### config.mk
export PLATFORM = sky130hd
export DESIGN_NAME = sct_regbank
export DESIGN_NICKNAME = d
export VERILOG_FILES = /design/src/hdl/sct_pkg.sv /design/src/hdl/sct_sensor_ctl.sv /design/src/hdl/sct_regbank.sv
export SDC_FILE = /design/constraint.sdc
export NUM_CORES = 1
export LEC_CHECK = 0
export CORE_MARGIN = 5
export CORE_UTILIZATION = 50
export CTS_CLUSTER_DIAMETER = 100
export DETAILED_ROUTE_END_ITERATION = 16
export DONT_BUFFER_PORTS = 1
export PLACE_DENSITY = 0.68
export SETUP_SLACK_MARGIN = 0.5
export SYNTH_ARGS = -nofsm -noshare
export SYNTH_HDL_FRONTEND = slang
export SYNTH_SLANG_ARGS = --single-unit
### constraint.sdc
create_clock -name clk -period 1.5 [get_ports clk]
set_input_delay 0.225 -clock clk [delete_from_list [all_inputs] [get_ports clk]]
set_output_delay 0.225 -clock clk [all_outputs]
set_load 0.1 [all_outputs]
### src/hdl/sct_pkg.sv
// Shared constants for the sensor control register bank
package sct_pkg;
    // Register byte addresses
    localparam logic [7:0] SCT_ADDR_PART_CODE = 8'h00;
    localparam logic [7:0] SCT_ADDR_UNIT_LO = 8'h04;
    localparam logic [7:0] SCT_ADDR_UNIT_HI = 8'h0b;
    localparam logic [7:0] SCT_ADDR_CTRL = 8'h10;
    localparam logic [7:0] SCT_ADDR_STAT = 8'h11;
    localparam logic [7:0] SCT_ADDR_RUN_MODE = 8'h21;
    localparam logic [7:0] SCT_ADDR_START = 8'h22;
    localparam logic [7:0] SCT_ADDR_STOP = 8'h23;
    localparam logic [7:0] SCT_ADDR_MEAS_STAT = 8'h24;
    // Field positions
    localparam int SCT_CTRL_RESET_BIT = 7;
    localparam int SCT_CTRL_LOWPWR_BIT = 0;
    localparam int SCT_STAT_AWAKE_BIT = 0;
    localparam int SCT_HUM_BIT = 1;
    localparam int SCT_TEMP_BIT = 0;
    localparam int SCT_NSENS = 2;
    // Values after reset
    localparam logic [6:0] SCT_CTRL_RST = 7'h01;
    localparam logic [7:0] SCT_RUN_RST = 8'h00;
    localparam logic [7:0] SCT_ZERO_BYTE = 8'h00;
    // Arbitrary identification value, not tied to any real part
    localparam logic [15:0] SCT_PART_CODE = 16'h5a3c;
    // Wake-up time from standby, and its count at the 10 MHz clock
    localparam int SCT_CLK_MHZ = 10;
    localparam int SCT_BOOT_TIME_US = 1000;
    localparam int SCT_BOOT_CYCLES = SCT_BOOT_TIME_US * SCT_CLK_MHZ;
    // Sensor sequencer states
    typedef enum logic [1:0] {
        SCT_S_IDLE = 2'b01,
        SCT_S_MEAS = 2'b10
    } sct_sens_t;
    // System power states
    typedef enum logic [2:0] {
        SCT_P_BOOT = 3'b001,
        SCT_P_ACTIVE = 3'b010,
        SCT_P_STANDBY = 3'b100
    } sct_pwr_t;
endpackage

### src/hdl/sct_sensor_ctl.sv
// Per-sensor measurement sequencer: single shot or continuous
module sct_sensor_ctl
    import sct_pkg::*;
(
    input wire logic clk, // System clock
    input wire logic rst_n, // Synchronised reset, active low
    input wire logic soft_clr, // Software reset pulse
    input wire logic start, // Start command pulse
    input wire logic stop, // Stop command pulse
    input wire logic cont, // Continuous mode selected
    input wire logic done, // Engine finished one conversion
    output logic measuring // Sensor is measuring
);
    sct_sens_t state_r;
    sct_sens_t state_nxt;

    // Stop only ends a continuous run; a single shot ends on its own
    always_comb begin
        state_nxt = state_r;
        case (state_r)
            SCT_S_IDLE: begin
                if (start) begin
                    state_nxt = SCT_S_MEAS;
                end
            end
            SCT_S_MEAS: begin
                if (stop && cont) begin
                    state_nxt = SCT_S_IDLE;
                end else if (done && !cont && !start) begin
                    state_nxt = SCT_S_IDLE;
                end
            end
            default: state_nxt = SCT_S_IDLE;
        endcase
    end

    // State register
    always_ff @(posedge clk or negedge rst_n) begin
        if (!rst_n) begin
            state_r <= SCT_S_IDLE;
        end else if (soft_clr) begin
            state_r <= SCT_S_IDLE;
        end else begin
            state_r <= state_nxt;
        end
    end

    assign measuring = (state_r == SCT_S_MEAS);
endmodule // sct_sensor_ctl

### src/hdl/sct_regbank.sv
// Control and status registers of the humidity and temperature sensor
module sct_regbank
    import sct_pkg::*;
#(
    parameter int BOOT_CYCLES = SCT_BOOT_CYCLES // Wake-up length in clocks
) (
    input wire logic clk, // 10 MHz system clock
    input wire logic rstn, // Asynchronous reset, active low
    input wire logic [7:0] reg_addr, // Register byte address
    input wire logic reg_wr, // Write strobe, one cycle
    input wire logic reg_rd, // Read strobe, one cycle
    input wire logic [7:0] reg_wdata, // Write data byte
    output logic [7:0] reg_rdata, // Read data, valid the cycle after reg_rd
    input wire logic [63:0] unit_id_value, // Unit identifier from non-volatile store
    input wire logic [SCT_NSENS-1:0] meas_done, // Conversion finished pulses
    output logic [SCT_NSENS-1:0] meas_busy, // Sensors measuring
    output logic engine_power, // Measurement engine powered
    output logic system_awake_flag // System is in active state
);
    localparam int CW = $clog2(BOOT_CYCLES + 1);
    localparam logic [CW-1:0] BOOT_LAST = CW'(BOOT_CYCLES - 1);

    logic [1:0] rst_sync_r;
    logic rst_n_s;
    logic soft_rst_r;
    logic [6:0] ctrl_r;
    logic [7:0] run_r;
    logic [7:0] rdata_r;
    sct_pwr_t pwr_r;
    sct_pwr_t pwr_nxt;
    logic [CW-1:0] boot_cnt_r;
    logic wr_ctrl;
    logic wr_run;
    logic wr_start;
    logic wr_stop;
    logic [SCT_NSENS-1:0] start_cmd;
    logic [SCT_NSENS-1:0] stop_cmd;
    logic [SCT_NSENS-1:0] busy;
    logic awake;
    logic low_power;
    logic [2:0] unit_idx;
    logic [7:0] unit_byte;

    ////////////////////////////////////////////////////////////////////////////
    // Reset release through two flops; assertion is still asynchronous
    always_ff @(posedge clk or negedge rstn) begin
        if (!rstn) begin
            rst_sync_r <= 2'b00;
        end else begin
            rst_sync_r <= {rst_sync_r[0], 1'b1};
        end
    end

    assign rst_n_s = rst_sync_r[1];

    ////////////////////////////////////////////////////////////////////////////
    // Write decode
    assign wr_ctrl = reg_wr && (reg_addr == SCT_ADDR_CTRL);
    assign wr_run = reg_wr && (reg_addr == SCT_ADDR_RUN_MODE);
    assign wr_start = reg_wr && (reg_addr == SCT_ADDR_START);
    assign wr_stop = reg_wr && (reg_addr == SCT_ADDR_STOP);

    // Only ones act, so one write can address one sensor alone
    assign start_cmd = wr_start ? reg_wdata[SCT_NSENS-1:0] : '0;
    assign stop_cmd = wr_stop ? reg_wdata[SCT_NSENS-1:0] : '0;

    assign low_power = ctrl_r[SCT_CTRL_LOWPWR_BIT];
    assign awake = (pwr_r == SCT_P_ACTIVE);

    ////////////////////////////////////////////////////////////////////////////
    // Software reset: a one-cycle pulse that restores control and run mode, idles both sensors and starts a boot
    always_ff @(posedge clk or negedge rst_n_s) begin
        if (!rst_n_s) begin
            soft_rst_r <= 1'b0;
        end else begin
            soft_rst_r <= wr_ctrl && reg_wdata[SCT_CTRL_RESET_BIT];
        end
    end

    // System control; the reset bit is not stored, so it reads back zero
    always_ff @(posedge clk or negedge rst_n_s) begin
        if (!rst_n_s) begin
            ctrl_r <= SCT_CTRL_RST;
        end else if (soft_rst_r) begin
            ctrl_r <= SCT_CTRL_RST;
        end else if (wr_ctrl) begin
            ctrl_r <= reg_wdata[6:0];
        end
    end

    // Run-mode selection, both sensors
    always_ff @(posedge clk or negedge rst_n_s) begin
        if (!rst_n_s) begin
            run_r <= SCT_RUN_RST;
        end else if (soft_rst_r) begin
            run_r <= SCT_RUN_RST;
        end else if (wr_run) begin
            run_r <= reg_wdata;
        end
    end

    ////////////////////////////////////////////////////////////////////////////
    // Power state: standby only when idle, so a measurement is never cut short
    always_comb begin
        pwr_nxt = pwr_r;
        case (pwr_r)
            SCT_P_ACTIVE: begin
                if (low_power && (busy == '0) && (start_cmd == '0)) begin
                    pwr_nxt = SCT_P_STANDBY;
                end
            end
            SCT_P_STANDBY: begin
                if (!low_power || (start_cmd != '0)) begin
                    pwr_nxt = SCT_P_BOOT;
                end
            end
            SCT_P_BOOT: begin
                if (boot_cnt_r == BOOT_LAST) begin
                    pwr_nxt = SCT_P_ACTIVE;
                end
            end
            default: pwr_nxt = SCT_P_BOOT;
        endcase
    end

    // Power state register; a software reset goes through a fresh boot
    always_ff @(posedge clk or negedge rst_n_s) begin
        if (!rst_n_s) begin
            pwr_r <= SCT_P_ACTIVE;
        end else if (soft_rst_r) begin
            pwr_r <= SCT_P_BOOT;
        end else begin
            pwr_r <= pwr_nxt;
        end
    end

    // Boot timer, counts only while booting
    always_ff @(posedge clk or negedge rst_n_s) begin
        if (!rst_n_s) begin
            boot_cnt_r <= '0;
        end else if (pwr_r != SCT_P_BOOT || soft_rst_r) begin
            boot_cnt_r <= '0;
        end else if (boot_cnt_r != BOOT_LAST) begin
            boot_cnt_r <= boot_cnt_r + CW'(1);
        end
    end

    ////////////////////////////////////////////////////////////////////////////
    // One sequencer per sensor; bit 1 humidity, bit 0 temperature
    for (genvar g = 0; g < SCT_NSENS; g++) begin : g_sens
        sct_sensor_ctl u_ctl (
            .clk(clk),
            .rst_n(rst_n_s),
            .soft_clr(soft_rst_r),
            .start(start_cmd[g]),
            .stop(stop_cmd[g]),
            .cont(run_r[g]),
            .done(meas_done[g] && awake),
            .measuring(busy[g])
        );
    end

    assign meas_busy = busy;
    // The engine only sees power once boot is over, so results wait for it
    assign engine_power = awake;
    assign system_awake_flag = awake;

    ////////////////////////////////////////////////////////////////////////////
    // Identifier byte, lowest address holds the least significant byte
    assign unit_idx = 3'(reg_addr - SCT_ADDR_UNIT_LO);
    assign unit_byte = unit_id_value[{unit_idx, 3'b000} +: 8];

    // Read data; identifiers read zero outside the active state
    always_ff @(posedge clk or negedge rst_n_s) begin
        if (!rst_n_s) begin
            rdata_r <= SCT_ZERO_BYTE;
        end else if (reg_rd) begin
            if (reg_addr == SCT_ADDR_PART_CODE) begin
                rdata_r <= awake ? SCT_PART_CODE[7:0] : SCT_ZERO_BYTE;
            end else if (reg_addr == SCT_ADDR_PART_CODE + 8'h01) begin
                rdata_r <= awake ? SCT_PART_CODE[15:8] : SCT_ZERO_BYTE;
            end else if (reg_addr >= SCT_ADDR_UNIT_LO && reg_addr <= SCT_ADDR_UNIT_HI) begin
                rdata_r <= awake ? unit_byte : SCT_ZERO_BYTE;
            end else if (reg_addr == SCT_ADDR_CTRL) begin
                rdata_r <= {1'b0, ctrl_r};
            end else if (reg_addr == SCT_ADDR_STAT) begin
                rdata_r <= {7'h00, awake};
            end else if (reg_addr == SCT_ADDR_RUN_MODE) begin
                rdata_r <= run_r;
            end else if (reg_addr == SCT_ADDR_MEAS_STAT) begin
                rdata_r <= {6'h00, busy};
            end else begin
                rdata_r <= SCT_ZERO_BYTE; // Stop, start and unmapped read zero
            end
        end
    end

    assign reg_rdata = rdata_r;
endmodule // sct_regbank

==> impl_metrics.ini <==
[critical_path]
max_stage_delay_ns = 0.54
r2r_start = pwr_r[1]
required_ns = 1.27
endpoint_kind = output pin
worst_ep_arrival_time_ns = 1.61
r2r_slack_ns = -0.29
crit_top_cell = buf_12
cp_slowest_cell = dfstp_2
start_kind = flop
worstRegToRegCells = 8
crit_chain = or3b_4 -> clkinv_8 -> buf_12 -> buf_12
crit_fanout = 3
r2r_end = g_sens[0].u_ctl.state_r[1]
cpLargestDelayFamily = flip-flops
cp_num_buf_inv = 3
crit_type = flop to output pin

[floorplanning]
design.die.area_mm2 = 0.00771
core_mm2 = 0.00592
die_h_um = 87.8
initial_utilization_pct = 51.1
fp-row-count = 28
io_pins = 98
die_w_um = 87.8

[grt]
grt_pass1_wl_mm = 13.2
grt_antenna_before_repair = 0
grt_max_degree = 29
overflow = 0
grt_pass1_vias = 2614
track_usage_pct = 22.4

[cts]
cts_sinks = 47
clkLatencyLatePin_ns = 0.31
clk_pin_slew_worst_paths_ns = 0.09
clock_path_buffers = 2
tritoncts = yes
cts_buffers = 5
htreeDepth = 2
clockRootBuffer = clkbuf_8

[flow_run]
cap_violations = 0

[placement]
pre_cts_ws_ns = -0.169
dp_hpwl_mm = 6.09
gp_congestion = 0.869
portBuffers = 0
dp_cells = 389

[finish]
instances_no_fill = 421
finish.utilization_pct = 70.7
area_delta_synth_final_pct = 38.2
multi_input_area_mm2 = 0.00208
regArea_mm2 = 0.00119
final_cell_mix = 34 x dfrtp_1, 29 x mux2i_1, 28 x buf_4
drive_gt1_share_pct = 42.2
layout_commonest_cell = dfrtp_1
antenna_cells = 0
nFillCells = 396
fin_nets = 432

[logic_synthesis]
async_reset_ff_share_pct = 100
synth_xor_area_share_pct = 3.18
synth_edf_count = 0
synth_adder_area_share_pct = 0.413
syn_area_mm2 = 0.00303
synthDominantCellAreaShare_pct = 35.5
ys_ff_latch = 47
ys_types = 61
synth_simple_gate_area_share_pct = 21.9
syn_area_per_cell_um2 = 10.2
yosysWarnings = 0
synth-compound-area-share_pct = 13.0
ys_top_cells_by_area = dfrtp_1 36%, mux2i_1 10%, mux4_2 7.4%, nor2_1 4.0%, dfstp_2 3.5%
ys_seq_area_share_pct = 39.0
syn_nets = 384
synth_top_family_by_area = simple AND/OR/NAND/NOR gates
synth_mux_area_share_pct = 18.4
ys.flop_type = dfrtp_1
syn_inst = 297
synth_top_area_cell = dfrtp_1

[sta]
setup_viol = 29
finalHoldViolCount = 0
tns_ns = -3.95
period_share_pct = 122
finalClockSkew_ns = 0.00385
period_needed_ns = 1.83
rsz0062_at_grt = true
max_freq_mhz = 546
hold_ws_ns = 0.0519
slew_viol_final = 0
final.setup.worst_slack_ns = -0.331

[power]
p_leak_uw = 0.00177
peakVddDrop_mv = 0.777
power_density_mw_per_mm2 = 764

[outcome]
violations = negative setup slack
outcome = finished with violations

[routing]
wirelength_mm = 8.66
via_per_inst = 6.35
first_pass_iters = 4
dr_total_vias = 2672
ant_nets = 0
drt_iter0_drc = 231
route.detailed.drc = 0
wl_per_cell_um = 20.6

[hold_path]
min-delay-path-class = input pin to flop
hold_path_depth = 2
hp-start = reg_wdata[0]
hold_end = ctrl_r[0]
==> worst max path at each step <==
stage,start,endpoint,slack (ns),cells after the start
finish,pwr_r[1],engine_power,-0.33,4
global route,pwr_r[1],engine_power,-0.36,4
CTS,pwr_r[1],engine_power,-0.33,4
detailed placement,reg_addr[6],reg_rdata[1],-0.17,4
global placement,reg_addr[6],reg_rdata[1],-0.14,4
floorplan,pwr_r[1],reg_rdata[1],-0.20,5
==> worst register-to-register path, delay by kind of cell, from the launching register on <==
family                 cells  cell delay, ns
flip-flops                 1            0.54
AND/OR/NAND/NOR            2            0.52
buffers and inverters      4            0.38
AO/OA/AOI/OAI              2            0.25
==> power breakdown <==
part	switching, uW	total, uW	internal [uW]
logic	294	644	350
registers	182	1570	1390
clock network	476	982	506
==> per-layer routing <==
metal | wire (um) | GRT usage [%] | share of wire (%) | vias up
met5 | 0 | 0 | 0 | -
met1 | 3610 | 29.6 | 42 | 1310
met3 | 699 | 5.55 | 8.1 | 20
met4 | 222 | 6.97 | 2.6 | 0
met2 | 4130 | 36.4 | 48 | 118
li1 | - | - | - | 1224
==> cells in the mapped netlist (3+ instances only) <==
master     n
a21oi_1    7
a22oi_1    7
a31o_2     3
a31oi_1    4
and3_1     5
and4_1     3
buf_2      4
buf_4      5
clkbuf_1   6
dfrtp_1   43
dfstp_2    4
inv_1      7
mux2i_1   31
mux4_2    10
nand2_1   16
nand2b_1   3
nand3_1   10
nand3b_1   4
nand4_1    8
nor2_1    32
nor2b_1    5
nor3_1     5
nor4_1     4
o21ai_0    9
or3_1      4
xnor2_1    4
xor2_1     7
==> area by class of cell <==
| cell class | instances | area share, % |
|---|---|---|
| Sequential cell | 47 | 28.6 |
| Clock buffer | 5 | 1.64 |
| Tap cell | 75 | 2.24 |
| Clock inverter | 3 | 1.14 |
| Timing Repair Buffer | 57 | 15.6 |
| Inverter | 9 | 1.20 |
| Multi-Input combinational cell | 225 | 49.7 |
==> kinds of logic after synthesis <==
family / count (synthesis)
other cells: 1
flops: 47
compound gates: 53
buf+inv: 25
simple gates: 116
fa+ha+maj: 1
xor+xnor: 11
mux: 43
==> flip-flops by register name, indices dropped and copies added (netlist names) <==
signal	cells
run_r	8
ctrl_r	7
reg_rdata	8
pwr_r	3
g_sens.u_ctl.state_r	4
rst_sync_r	2
soft_rst_r	1
boot_cnt_r	14
==> metrics by stage <==
stage | area, um^2 | total power, uW
4_1_cts | 4000 | 3150
6_report | 4180 | 3200
3_3_place_gp | 3490 | 2030
5_1_grt | 4180 | 3360
2_1_floorplan | 3240 | 1980
3_5_place_dp | 3490 | 2050
==> repair_timing <==
item                       in CTS  in global routing
resized for setup              62                 24
hold endpoints to repair        3                  1
setup endpoints to repair      47                 44
hold buffers                    2                  1
pin swaps                      13                  9
buffers inserted               13                  8
Note: power is estimated with default switching activity, not from simulation.
